==> config.mk <==
export PLATFORM = sky130hd
export DESIGN_NAME = afe_spi_slave
export DESIGN_NICKNAME = d
export VERILOG_FILES = /design/src/afe_spi_slave.v /design/src/afe_spi_regfile.v /design/src/afe_spi_fifo.v
export VERILOG_INCLUDE_DIRS = /design/src /design/src/src
export SDC_FILE = /design/constraint.sdc
export NUM_CORES = 2
export LEC_CHECK = 0
export ABC_AREA = 1
export BUFFER_PORTS_ARGS = -buffer_cell sky130_fd_sc_hd__clkbuf_2
export CAP_MARGIN = 25
export CORE_MARGIN = 4
export CORE_UTILIZATION = 55
export DETAILED_ROUTE_END_ITERATION = 7
export MAX_ROUTING_LAYER = met4
export PLACE_DENSITY = 0.8
export RECOVER_POWER = 25
export SLEW_MARGIN = 20
export SYNTH_ARGS = -nofsm -noshare
export SYNTH_HDL_FRONTEND = slang
export SYNTH_SLANG_ARGS = --single-unit
==> constraint.sdc <==
create_clock -name clk -period 5.1 [get_ports clk]
set_input_delay 0.765 -clock clk [delete_from_list [all_inputs] [get_ports clk]]
set_output_delay 0.765 -clock clk [all_outputs]
set_load 0.01 [all_outputs]
==> src/afe_spi_regs.vh <==
// Constants shared by the serial slave interface design files
`ifndef AFE_SPI_REGS_VH
`define AFE_SPI_REGS_VH

// ****************************************************************
// Map and word sizes
// ****************************************************************
`define AFE_DEV_ID        2'b01
`define AFE_NUM_REGS      32
`define AFE_NUM_CH        6
`define AFE_ADC_W         144
`define AFE_DATA_W        24
`define AFE_FIFO_W        29
`define AFE_FIFO_DEPTH    4
`define AFE_FIFO_AW       2

// ****************************************************************
// Register indices
// ****************************************************************
`define AFE_ADR_FIRST     5'h00
`define AFE_ADR_CH_END    5'h06
`define AFE_ADR_RO_LAST   5'h07
`define AFE_ADR_MOD       5'h08
`define AFE_ADR_CFG_FIRST 5'h08
`define AFE_ADR_SCAN_FIRST 5'h09
`define AFE_ADR_STAT      5'h0A
`define AFE_ADR_KEY       5'h1F
`define AFE_ADR_LAST      5'h1F
`define AFE_ADR_ONE       5'h01

// ****************************************************************
// Field layout of status_comm_reg and of the key/checksum word
// ****************************************************************
`define AFE_STAT_RST      24'hA8_0000
`define AFE_STAT_RD_HI    23
`define AFE_STAT_RD_LO    22
`define AFE_STAT_WR       21
`define AFE_STAT_FMT_HI   20
`define AFE_STAT_FMT_LO   19
`define AFE_STAT_CRCEN    18
`define AFE_STAT_INTEN    17
`define AFE_KEY_HI        23
`define AFE_KEY_LO        16
`define AFE_KEY_RST       8'hA5
`define AFE_KEY_PASS      8'hA5
`define AFE_ZERO_WORD     24'h00_0000
`define AFE_ZERO_BYTE     8'h00
`define AFE_ZERO_HALF     16'h0000

// ****************************************************************
// Loop and format codes
// ****************************************************************
`define AFE_LOOP_STATIC   2'b00
`define AFE_LOOP_GROUPS   2'b01
`define AFE_LOOP_TYPES    2'b10
`define AFE_LOOP_FULL     2'b11
`define AFE_FMT_16        2'b00
`define AFE_FMT_24        2'b01

// ****************************************************************
// Bit counts and checksum
// ****************************************************************
`define AFE_CMD_LAST      6'd7
`define AFE_LAST16        6'd15
`define AFE_LAST24        6'd23
`define AFE_LAST32        6'd31
`define AFE_CRC_LAST      6'd15
`define AFE_CRC_POLY      16'h8005
`define AFE_CRC_INIT      16'h0000

`endif

==> src/afe_spi_slave.v <==
// Serial slave interface of the six-channel front end, sampled on the system clock
//
// Contract
// [RULE1] Drive serial output on clock falling edges, sample serial input on rising edges.
// [RULE2] Work with the serial clock idling high or low.
// [RULE3] Serial pins are asynchronous to the system clock and pass synchronisers.
// [RULE4] With chip select high keep output off and ignore clock and data.
// [RULE5] Any chip select rising edge aborts the transfer and returns to idle.
// [RULE6] Host changes clock idle level only while chip select is high.
// [RULE7] Hard reset returns the whole device to its power-up configuration.
// [RULE8] Pulse sample-ready output whenever new channel results arrive.
// [RULE9] First byte of each transfer is the control byte; register data follow.
// [RULE10] Register data are 16, 24 or 32 bits per format field; 32 registers.
// [RULE11] Control byte holds chip id, five-bit register index and read/write flag.
// [RULE12] Output stays off during the control byte.
// [RULE13] Respond only when chip id matches own id, default 01.
// [RULE14] Read sends indexed register first, then continues per two-bit read loop.
// [RULE15] Write stores indexed register first, then continues per one-bit write loop.
// [RULE16] Output stays off for a whole write transfer.
// [RULE17] Writes to read-only or undefined addresses change nothing, no increment.
// [RULE18] When enabled, append CRC-16 after each read sequence.
// [RULE19] Reject writes to addresses other than 0x1F unless the unlock key holds 0xA5.
// [RULE20] Host should clear the unlock key after configuring.
// [RULE21] Background CRC-16 over writable registers except modulator register, readable live.
// [RULE22] Checksum change with interrupt enabled drives sample-ready low.
// [RULE23] Auto-increment wraps at the end of the set until chip select rises.
// [RULE24] Read loop codes static, groups, types default, full; input ignored while reading.
// [RULE25] Write loop code 0 static, 1 types, types default.
// [RULE26] While locked only address 0x1F stays writable.
// [RULE27] Completed writes reach configuration state only through synchronised logic.
`timescale 1ns/1ns
`include "afe_spi_regs.vh"

module afe_spi_slave
(
  input  wire         clk,
  input  wire         srst,
  input  wire         cs_n_pin,
  input  wire         sck_pin,
  input  wire         sdi_pin,
  input  wire [143:0] adc_data,
  input  wire         adc_new,
  input  wire         cfg_wr_ready,
  output reg          sdo_q,
  output reg          sdo_oe_q,
  output reg          sample_ready_out,
  output reg          cfg_wr_stb_q,
  output reg  [4:0]   cfg_wr_addr_q,
  output reg  [23:0]  cfg_wr_data_q,
  output reg  [15:0]  cfg_crc_q
);

  localparam [4:0] ST_IDLE = 5'b00001;
  localparam [4:0] ST_CMD  = 5'b00010;
  localparam [4:0] ST_RD   = 5'b00100;
  localparam [4:0] ST_WR   = 5'b01000;
  localparam [4:0] ST_SKIP = 5'b10000;
  localparam [2:0] PIN_RST = 3'b001;

  // ****************************************************************
  // Helpers
  // ****************************************************************
  function [15:0] crc_bit;
    input [15:0] c;
    input        b;
    begin
      crc_bit = {c[14:0], 1'b0} ^ ((c[15] ^ b) ? `AFE_CRC_POLY : `AFE_ZERO_HALF);
    end
  endfunction

  function [15:0] crc_word;
    input [15:0] c;
    input [23:0] w;
    integer i;
    reg [15:0] t;
    begin
      t = c;
      for (i = `AFE_DATA_W - 1; i >= 0; i = i - 1)
        t = crc_bit(t, w[i]);
      crc_word = t;
    end
  endfunction

  // First and last address of the set that holds a, for a loop code
  function [9:0] set_bounds;
    input [4:0] a;
    input [1:0] mode;
    begin
      case (mode)
        `AFE_LOOP_STATIC: set_bounds = {a, a};
        `AFE_LOOP_GROUPS: set_bounds = (a <= `AFE_ADR_RO_LAST) ? {a[4:1], 1'b0, a[4:1], 1'b1}
                                                             : {`AFE_ADR_CFG_FIRST, `AFE_ADR_LAST};
        `AFE_LOOP_TYPES:  set_bounds = (a <= `AFE_ADR_RO_LAST) ? {`AFE_ADR_FIRST, `AFE_ADR_RO_LAST}
                                                             : {`AFE_ADR_CFG_FIRST, `AFE_ADR_LAST};
        default:          set_bounds = {`AFE_ADR_FIRST, `AFE_ADR_LAST};
      endcase
    end
  endfunction

  function [4:0] next_addr;
    input [4:0] a;
    input [1:0] mode;
    reg   [9:0] b;
    begin
      b = set_bounds(a, mode);
      next_addr = (a == b[4:0]) ? b[9:5] : a + `AFE_ADR_ONE; // see [RULE23]
    end
  endfunction

  function [5:0] word_last;
    input [1:0] fmt;
    begin
      case (fmt)
        `AFE_FMT_16: word_last = `AFE_LAST16;
        `AFE_FMT_24: word_last = `AFE_LAST24;
        default:     word_last = `AFE_LAST32;
      endcase
    end
  endfunction

  // ****************************************************************
  // Pin synchronisers and edge finding
  // ****************************************************************
  wire [2:0] pin_raw = {sdi_pin, sck_pin, cs_n_pin};
  reg  [2:0] pin_s1_q;
  reg  [2:0] pin_s2_q;
  reg  [2:0] pin_s3_q;
  reg  [2:0] pin_f_q;
  wire [2:0] pin_upd;

  genvar g;
  generate
    for (g = 0; g < 3; g = g + 1)
    begin : g_sync
      always @(posedge clk)
      begin
        if (srst)
        begin
          pin_s1_q[g] <= PIN_RST[g];
          pin_s2_q[g] <= PIN_RST[g];
          pin_s3_q[g] <= PIN_RST[g];
          pin_f_q[g]  <= PIN_RST[g];
        end
        else
        begin
          pin_s1_q[g] <= pin_raw[g];   // see [RULE3]
          pin_s2_q[g] <= pin_s1_q[g];
          pin_s3_q[g] <= pin_s2_q[g];
          if (pin_upd[g])
            pin_f_q[g] <= pin_s3_q[g];
        end
      end
      assign pin_upd[g] = (pin_s2_q[g] == pin_s3_q[g]) && (pin_s3_q[g] != pin_f_q[g]);
    end
  endgenerate

  wire cs_rise  = pin_upd[0] && pin_s3_q[0];
  wire cs_fall  = pin_upd[0] && !pin_s3_q[0];
  wire sck_rise = pin_upd[1] && pin_s3_q[1] && !pin_f_q[0];  // see [RULE4]
  wire sck_fall = pin_upd[1] && !pin_s3_q[1] && !pin_f_q[0];
  wire sdi_bit  = pin_s3_q[2];

  // ****************************************************************
  // Configuration mirrors and register storage
  // ****************************************************************
  reg  [23:0] stat_q;
  reg  [7:0]  key_q;
  wire [1:0]  rd_mode = stat_q[`AFE_STAT_RD_HI:`AFE_STAT_RD_LO];   // see [RULE24]
  wire [1:0]  wr_mode = stat_q[`AFE_STAT_WR] ? `AFE_LOOP_TYPES : `AFE_LOOP_STATIC;  // see [RULE25]
  wire [1:0]  fmt     = stat_q[`AFE_STAT_FMT_HI:`AFE_STAT_FMT_LO];  // see [RULE10]
  wire [5:0]  wlast   = word_last(fmt);

  reg         fetch_req_q;
  reg  [4:0]  fetch_addr_q;
  reg         fetch_ret_q;
  reg  [4:0]  ret_addr_q;
  reg  [4:0]  scan_addr_q;
  reg         scan_ret_q;
  reg  [4:0]  scan_ret_addr_q;
  wire [23:0] mem_rdata;

  wire                  fifo_in_ready;
  wire                  fifo_out_valid;
  wire [`AFE_FIFO_W-1:0] fifo_out_data;
  wire                  drain = fifo_out_valid && cfg_wr_ready;
  reg                   wr_pend_q;
  reg  [4:0]            wr_addr_q;
  reg  [23:0]           wr_data_q;

  afe_spi_regfile u_regs
  (
    .clk       (clk),
    .srst      (srst),
    .wr_en     (drain),
    .wr_addr   (fifo_out_data[28:24]),
    .wr_data   (fifo_out_data[23:0]),
    .rd_addr   (fetch_req_q ? fetch_addr_q : scan_addr_q),
    .rd_data_q (mem_rdata)
  );

  afe_spi_fifo #(.W(`AFE_FIFO_W), .D(`AFE_FIFO_DEPTH), .AW(`AFE_FIFO_AW)) u_fifo
  (
    .clk       (clk),
    .srst      (srst),
    .in_valid  (wr_pend_q),
    .in_ready  (fifo_in_ready),
    .in_data   ({wr_addr_q, wr_data_q}),
    .out_valid (fifo_out_valid),
    .out_ready (cfg_wr_ready),
    .out_data  (fifo_out_data)
  );

  always @(posedge clk)
  begin
    if (srst)
    begin
      stat_q        <= `AFE_STAT_RST;   // see [RULE7]
      key_q         <= `AFE_KEY_RST;
      cfg_wr_stb_q  <= 1'b0;
      cfg_wr_addr_q <= `AFE_ADR_FIRST;
      cfg_wr_data_q <= `AFE_ZERO_WORD;
    end
    else
    begin
      cfg_wr_stb_q <= drain;   // see [RULE27]
      if (drain)
      begin
        cfg_wr_addr_q <= fifo_out_data[28:24];
        cfg_wr_data_q <= fifo_out_data[23:0];
        if (fifo_out_data[28:24] == `AFE_ADR_STAT)
          stat_q <= fifo_out_data[23:0];
        if (fifo_out_data[28:24] == `AFE_ADR_KEY)
          key_q <= fifo_out_data[`AFE_KEY_HI:`AFE_KEY_LO];
      end
    end
  end

  // ****************************************************************
  // Background configuration checksum and warning
  // ****************************************************************
  reg  [15:0] scan_acc_q;
  reg         crc_seen_q;
  reg         warn_q;
  wire [23:0] scan_word = (scan_ret_addr_q == `AFE_ADR_KEY) ? {mem_rdata[`AFE_KEY_HI:`AFE_KEY_LO], `AFE_ZERO_HALF}
                                                             : mem_rdata;
  wire [15:0] scan_next = crc_word(scan_acc_q, scan_word);
  wire        scan_done = scan_ret_q && (scan_ret_addr_q == `AFE_ADR_LAST);
  wire        warn_set  = scan_done && crc_seen_q && (scan_next != cfg_crc_q) && stat_q[`AFE_STAT_INTEN];
  wire        warn_clr  = fetch_ret_q && (ret_addr_q == `AFE_ADR_KEY);

  always @(posedge clk)
  begin
    if (srst)
    begin
      scan_addr_q     <= `AFE_ADR_SCAN_FIRST;
      scan_ret_q      <= 1'b0;
      scan_ret_addr_q <= `AFE_ADR_SCAN_FIRST;
      scan_acc_q      <= `AFE_CRC_INIT;
      cfg_crc_q       <= `AFE_CRC_INIT;
      crc_seen_q      <= 1'b0;
      warn_q          <= 1'b0;
      sample_ready_out <= 1'b1;
    end
    else
    begin
      scan_ret_q      <= !fetch_req_q;
      scan_ret_addr_q <= scan_addr_q;
      if (!fetch_req_q)
        scan_addr_q <= (scan_addr_q == `AFE_ADR_LAST) ? `AFE_ADR_SCAN_FIRST : scan_addr_q + `AFE_ADR_ONE;  // see [RULE21]
      if (scan_ret_q)
        scan_acc_q <= scan_done ? `AFE_CRC_INIT : scan_next;
      if (scan_done)
      begin
        cfg_crc_q  <= scan_next;   // see [RULE21]
        crc_seen_q <= 1'b1;
      end
      if (warn_set)
        warn_q <= 1'b1;            // see [RULE22]
      else if (warn_clr)
        warn_q <= 1'b0;
      sample_ready_out <= !(adc_new || warn_q);   // see [RULE8] see [RULE22]
    end
  end

  // ****************************************************************
  // Serial transfer engine
  // ****************************************************************
  reg  [4:0]  state_q;
  reg  [5:0]  bit_q;
  reg  [6:0]  cmd_q;
  reg  [4:0]  addr_q;
  reg  [31:0] sh_q;
  reg  [31:0] word_q;
  reg  [15:0] crc_q;
  reg         pend_crc_q;
  reg         crc_tx_q;

  wire [23:0] ret_raw  = (ret_addr_q < `AFE_ADR_CH_END) ? adc_data[ret_addr_q*`AFE_DATA_W +: `AFE_DATA_W] :
                         (ret_addr_q <= `AFE_ADR_RO_LAST) ? `AFE_ZERO_WORD :
                         (ret_addr_q == `AFE_ADR_KEY) ? {key_q, cfg_crc_q} : mem_rdata;
  wire [31:0] ret_word = (fmt == `AFE_FMT_16) ? {ret_raw[23:8], `AFE_ZERO_HALF} : {ret_raw, `AFE_ZERO_BYTE};
  wire [31:0] wr_in    = {sh_q[30:0], sdi_bit};
  wire [23:0] wr_word  = (fmt == `AFE_FMT_16) ? {wr_in[15:0], `AFE_ZERO_BYTE} :
                         (fmt == `AFE_FMT_24) ? wr_in[23:0] : wr_in[31:8];
  wire        writable = (addr_q > `AFE_ADR_RO_LAST) &&
                         ((key_q == `AFE_KEY_PASS) || (addr_q == `AFE_ADR_KEY));  // see [RULE19] see [RULE26]
  wire [9:0]  rd_set   = set_bounds(addr_q, rd_mode);
  wire [4:0]  rd_next  = next_addr(addr_q, rd_mode);

  always @(posedge clk)
  begin
    if (srst)
    begin
      state_q      <= ST_IDLE;
      bit_q        <= 6'd0;
      cmd_q        <= 7'd0;
      addr_q       <= `AFE_ADR_FIRST;
      sh_q         <= 32'h0000_0000;
      word_q       <= 32'h0000_0000;
      crc_q        <= `AFE_CRC_INIT;
      pend_crc_q   <= 1'b0;
      crc_tx_q     <= 1'b0;
      sdo_q        <= 1'b0;
      sdo_oe_q     <= 1'b0;
      fetch_req_q  <= 1'b0;
      fetch_addr_q <= `AFE_ADR_FIRST;
      fetch_ret_q  <= 1'b0;
      ret_addr_q   <= `AFE_ADR_FIRST;
      wr_pend_q    <= 1'b0;
      wr_addr_q    <= `AFE_ADR_FIRST;
      wr_data_q    <= `AFE_ZERO_WORD;
    end
    else
    begin
      fetch_req_q <= 1'b0;
      fetch_ret_q <= fetch_req_q;
      ret_addr_q  <= fetch_addr_q;
      if (fetch_ret_q)
        word_q <= ret_word;
      if (wr_pend_q && fifo_in_ready)
        wr_pend_q <= 1'b0;
      if (cs_rise)
      begin
        state_q  <= ST_IDLE;   // see [RULE5]
        sdo_oe_q <= 1'b0;      // see [RULE4]
      end
      else
      begin
        case (state_q)
          ST_IDLE:
          begin
            sdo_oe_q <= 1'b0;
            if (cs_fall)
            begin
              state_q <= ST_CMD;   // see [RULE9]
              bit_q   <= 6'd0;
            end
          end
          ST_CMD:
          begin
            sdo_oe_q <= 1'b0;      // see [RULE12]
            if (sck_rise)          // see [RULE1] see [RULE2]
            begin
              cmd_q <= {cmd_q[5:0], sdi_bit};
              bit_q <= bit_q + 6'd1;
              if (bit_q == `AFE_CMD_LAST)
              begin
                addr_q     <= cmd_q[4:0];   // see [RULE11]
                bit_q      <= 6'd0;
                pend_crc_q <= 1'b0;
                crc_tx_q   <= 1'b0;
                crc_q      <= `AFE_CRC_INIT;
                if (cmd_q[6:5] != `AFE_DEV_ID)
                  state_q <= ST_SKIP;       // see [RULE13]
                else if (sdi_bit)
                begin
                  state_q      <= ST_RD;    // see [RULE14]
                  fetch_req_q  <= 1'b1;
                  fetch_addr_q <= cmd_q[4:0];
                end
                else
                  state_q <= ST_WR;         // see [RULE15]
              end
            end
          end
          ST_RD:
          begin
            if (sck_fall)           // see [RULE1]
            begin
              sdo_oe_q <= 1'b1;
              if (bit_q == 6'd0 && pend_crc_q)
              begin
                sdo_q      <= crc_q[15];    // see [RULE18]
                sh_q       <= {crc_q[14:0], 17'h0_0000};
                bit_q      <= `AFE_CRC_LAST;
                pend_crc_q <= 1'b0;
                crc_tx_q   <= 1'b1;
                crc_q      <= `AFE_CRC_INIT;
              end
              else if (bit_q == 6'd0)
              begin
                sdo_q        <= word_q[31];
                sh_q         <= {word_q[30:0], 1'b0};
                bit_q        <= wlast;
                crc_tx_q     <= 1'b0;
                crc_q        <= crc_bit(crc_q, word_q[31]);
                pend_crc_q   <= stat_q[`AFE_STAT_CRCEN] && (addr_q == rd_set[4:0]);  // see [RULE18]
                addr_q       <= rd_next;    // see [RULE23] see [RULE24]
                fetch_req_q  <= 1'b1;
                fetch_addr_q <= rd_next;
              end
              else
              begin
                sdo_q <= sh_q[31];
                sh_q  <= {sh_q[30:0], 1'b0};
                bit_q <= bit_q - 6'd1;
                if (!crc_tx_q)
                  crc_q <= crc_bit(crc_q, sh_q[31]);
              end
            end
          end
          ST_WR:
          begin
            sdo_oe_q <= 1'b0;       // see [RULE16]
            if (sck_rise)
            begin
              sh_q  <= wr_in;
              bit_q <= bit_q + 6'd1;
              if (bit_q == wlast)
              begin
                bit_q <= 6'd0;
                if (writable && (!wr_pend_q || fifo_in_ready))
                begin
                  wr_pend_q <= 1'b1;
                  wr_addr_q <= addr_q;
                  wr_data_q <= wr_word;
                  addr_q    <= next_addr(addr_q, wr_mode);  // see [RULE15] see [RULE23]
                end                                          // see [RULE17]
              end
            end
          end
          ST_SKIP:
            sdo_oe_q <= 1'b0;
          default:
            state_q <= ST_IDLE;
        endcase
      end
    end
  end

endmodule // afe_spi_slave

==> src/afe_spi_regfile.v <==
// Register storage of the serial slave: 32 words with registered read data
`timescale 1ns/1ns
`include "afe_spi_regs.vh"

module afe_spi_regfile
(
  input  wire        clk,
  input  wire        srst,
  input  wire        wr_en,
  input  wire [4:0]  wr_addr,
  input  wire [23:0] wr_data,
  input  wire [4:0]  rd_addr,
  output reg  [23:0] rd_data_q
);

  wire [`AFE_NUM_REGS*`AFE_DATA_W-1:0] words;

  // ****************************************************************
  // One word per entry, each with its power-up value
  // ****************************************************************
  genvar g;
  generate
    for (g = 0; g < `AFE_NUM_REGS; g = g + 1)
    begin : g_word
      localparam [23:0] RST_VAL = (g == `AFE_ADR_STAT) ? `AFE_STAT_RST :
                                  (g == `AFE_ADR_KEY) ? {`AFE_KEY_RST, `AFE_ZERO_HALF} : `AFE_ZERO_WORD;
      reg [23:0] word_q;
      always @(posedge clk)
      begin
        if (srst)
          word_q <= RST_VAL;
        else if (wr_en && wr_addr == g)
          word_q <= wr_data;
      end
      assign words[g*`AFE_DATA_W +: `AFE_DATA_W] = word_q;
    end
  endgenerate

  always @(posedge clk)
  begin
    if (srst)
      rd_data_q <= `AFE_ZERO_WORD;
    else
      rd_data_q <= words[rd_addr*`AFE_DATA_W +: `AFE_DATA_W];
  end

endmodule // afe_spi_regfile

==> src/afe_spi_fifo.v <==
// Small synchronous FIFO with valid/ready on both sides
`timescale 1ns/1ns

module afe_spi_fifo
#(
  parameter W  = 29,
  parameter D  = 4,
  parameter AW = 2
)
(
  input  wire         clk,
  input  wire         srst,
  input  wire         in_valid,
  output wire         in_ready,
  input  wire [W-1:0] in_data,
  output wire         out_valid,
  input  wire         out_ready,
  output wire [W-1:0] out_data
);

  reg [W-1:0] mem_q [0:D-1];
  reg [AW:0]  wptr_q;
  reg [AW:0]  rptr_q;

  wire empty = (wptr_q == rptr_q);
  wire full  = (wptr_q[AW-1:0] == rptr_q[AW-1:0]) && (wptr_q[AW] != rptr_q[AW]);
  wire push  = in_valid && !full;
  wire pop   = out_ready && !empty;

  assign in_ready  = !full;
  assign out_valid = !empty;
  assign out_data  = mem_q[rptr_q[AW-1:0]];

  always @(posedge clk)
  begin
    if (push)
      mem_q[wptr_q[AW-1:0]] <= in_data;
  end

  always @(posedge clk)
  begin
    if (srst)
    begin
      wptr_q <= {(AW+1){1'b0}};
      rptr_q <= {(AW+1){1'b0}};
    end
    else
    begin
      if (push)
        wptr_q <= wptr_q + 1'b1;
      if (pop)
        rptr_q <= rptr_q + 1'b1;
    end
  end

endmodule // afe_spi_fifo

==> key figures <==
Layout
  • Layout Cells excl Fill: ~7700
  • Most common cell after layout, fill and taps aside: o21ai_0
  • Final nets: ~6600
  • # fillers: 7612
  • Area of the multi-input gates: ~23000 um^2
  • Most frequent cells in the layout: o21ai_0 (1515), nor2_1 (1284), dfxtp_1 (1026)
  • Syn-to-layout area delta: 11.45%
  • FF/Latch Area: 24070 um^2
  • Share of cells above drive strength 1: under 10%

STA
  • Worst clock skew: 0.04307 ns
  • Period Utilization, post-route: between 90% and 100%
  • Final Max Tran Viols: ~350
  • Setup TNS: 0 ns
  • Final count of hold timing violations: 0
  • Worst slew pin tran: about 2.1 ns
  • Unrepaired setup endpoints after global routing: no
  • Max_slew headroom: -38.36%
  • Setup violations, final: 0
  • Hold Slack: around 0.24 ns
  • Fmax: ~210 MHz
  • Minimum clock period: 4.826 ns

Placed design
  • Routability congestion estimate: about 1
  • Placed cells: 7488
  • Post-DP HPWL: 100800 um
  • Number of port buffers: ~200

Worst hold path
  • Hold Crit Class: input port to flip-flop
  • Hold Path Origin: cs_n_pin
  • Hold depth: 2

Yosys
  • Synthesized area: 49640 um^2
  • Syn nets: approximately 6700
  • Post-synth EDFFs: around 120
  • Distinct cells, synth: 53
  • Ranking of synthesized cells by area: dfxtp_1 (41%), o21ai_0 (15%), nor2_1 (10%)
  • Syn_area_per_cell: 7.578 um^2
  • Register area share after synthesis: between 40% and 50%
  • Synth async-reset ratio: 0%
  • Synth area leader: dfxtp_1
  • Area fraction of the dominant cell type after synthesis: approximately two fifths
  • Synthesized flop and latch total: around 1100
  • YS warnings: 0
  • Top_reg_cell synth: dfxtp_1
  • Cells after Synth: between 6000 and 7000

CTS
  • Worst-Skew Late Latency: just over 0.7 ns
  • Hold buffers post-CTS: 0
  • Clk buf depth: 3
  • H-tree Lvls: 3
  • # clock sinks: ~1100
  • Total CTS buffers: approximately 110
  • TritonCTS clock tree: yes
  • Worst-path clk slew: around 0.070 ns
  • Postcts setup bufs: 0
  • CTS root buf: clkbuf_16
  • PostCTS Resize Cnt: 0

Critical path
  • R2R depth: 43
  • CP Max Fanout: 176
  • Crit path arrival time: approximately 5.3 ns
  • Reg-to-reg startpoint: scan_acc_q[15]$_SDFFE_PP0P_
  • CP endpoint kind: flip-flop
  • CP startpoint: srst
  • Worst setup SP type: input port
  • Worst Path Required: about 5.6 ns
  • Start-to-end type of the worst setup path: input port to flip-flop

Route
  • Initial DRT Pass Iterations: 7
  • Final wirelength: around 160000 um
  • # DRC: 0
  • DRT iter0 DRCs: 6734
  • Avg WL per Cell: between 20 and 25 um
  • Routed Antenna Nets: 0
  • Vias post-DR: just under 50000
  • Vias/cell: 6.278

Run
  • Number of max-cap violations: 6

Power and ir drop
  • Power, Total: around 0.023 W
  • Leakage: 21.59 nW
  • Cell area power density: approximately 420 nW/um^2
  • Maximum VDD drop: between 0.0003 and 0.0004 V

Floorplanning
  • Die width: just over 300 um
  • Starting density of the core: a little under three fifths
  • Die H: 308.4 um
  • Std cell rows: about 110
  • Full die area: ~95000 um^2
  • Core ar.: approximately 89000 um^2
  • IO Pins: 200

Outcome
  • Failing checks: capacitance limit, slew limit
  • Status: finished, violations left

GRT
  • Vias in the first global route: approximately 44000
  • Grt ovf: 0
  • Maximum number of pins on one net before global-route repair: 244
  • Initial antenna violation count: 3
  • Gr usage total: between 30% and 40%
  • First-pass GRT wire length: 250200 um
-- layout make-up --
class,instances,area share [%]
diodes,2,0.009047
clock buffers,155,5.872
clock inverters,57,1.178
inverters,284,1.950
multi-input cells,4548,40.91
flip-flops and latches,1144,43.50
well taps,1165,2.635
repair buffers,348,3.947
-- through the flow --
step / cell area [um^2] / util (%) / setup WS, ns
after floorplan: 49640 / - / 1.425
after global placement: 51500 / 57.92 / 0.9189
after detailed placement: 51510 / 57.92 / 0.8056
after CTS: 55410 / 62.31 / 0.7906
after global routing: 55320 / 62.21 / 0.1403
final: 55320 / 62.21 / 0.2742
-- power by group --
part           switching [W]  total, W  internal (W)
Clock                0.00368   0.00866       0.00498
Sequential          0.000122   0.00936       0.00923
Combinational        0.00357   0.00500       0.00142
Total                0.00738    0.0230        0.0156
-- state kept, by name, indices dropped and copies added, names as in the netlist, 5 cells and up, named ones only --
register              count
u_regs.g_word.word_q    744
u_fifo.mem_q            116
sh_q                     32
cfg_wr_data_q            24
stat_q                   24
u_regs.rd_data_q         24
word_q                   24
wr_data_q                24
cfg_crc_q                16
crc_q                    16
scan_acc_q               16
cmd_q                     7
bit_q                     6
addr_q                    5
cfg_wr_addr_q             5
fetch_addr_q              5
ret_addr_q                5
scan_addr_q               5
scan_ret_addr_q           5
state_q                   5
wr_addr_q                 5
-- worst max-delay path, stage by stage --
cell and delay, ns:
clkbuf_1 0.65, clkinvlp_2 1.55, clkbuf_4 1.22, o21ai_0 0.68, a31oi_1 0.26
-- per-layer routing --
metal,part of all wire [%],routed length [um],track usage (%)
met5,0,0,-
met4,6.1,9886,18.64
met3,10,16410,5.699
met2,45,72580,51.92
met1,39,63510,42.44
-- cells by family after synthesis --
group	Yosys count	share of synthesized area [%]
compound gates	2582	28.34
simple gates	1894	15.22
flops	1144	48.48
buf+inv	858	6.536
xor+xnor	56	1.034
fa+ha+maj	15	0.3781
mux	1	0.02017
-- path summary, 6_finish.rpt --
check | endpoint | slack (ns)
min reg2reg | sdi_bit$_SDFF_PP0_ | 0.41
max | u_regs.rd_data_q[13]$_SDFF_PP0_ | 0.27
min | pin_s1_q[0]$_SDFF_PP1_ | 0.24
max reg2reg | warn_q$_SDFFE_PP0P_ | 0.75
-- cell usage after synthesis, types with 16 or more instances --
library cell	number
edfxtp_1	116
a21oi_1	607
nand2_1	348
o22ai_1	131
o21ai_0	1518
nor2_1	1323
nand2_2	21
xnor2_1	19
clkinv_1	35
nand3_1	142
xor2_1	34
nor3_1	18
a31oi_1	64
dfxtp_1	1028
o211a_1	16
o221ai_1	117
clkbuf_1	560
inv_1	241
o211ai_1	62
Power figures use the tool's default switching activity.
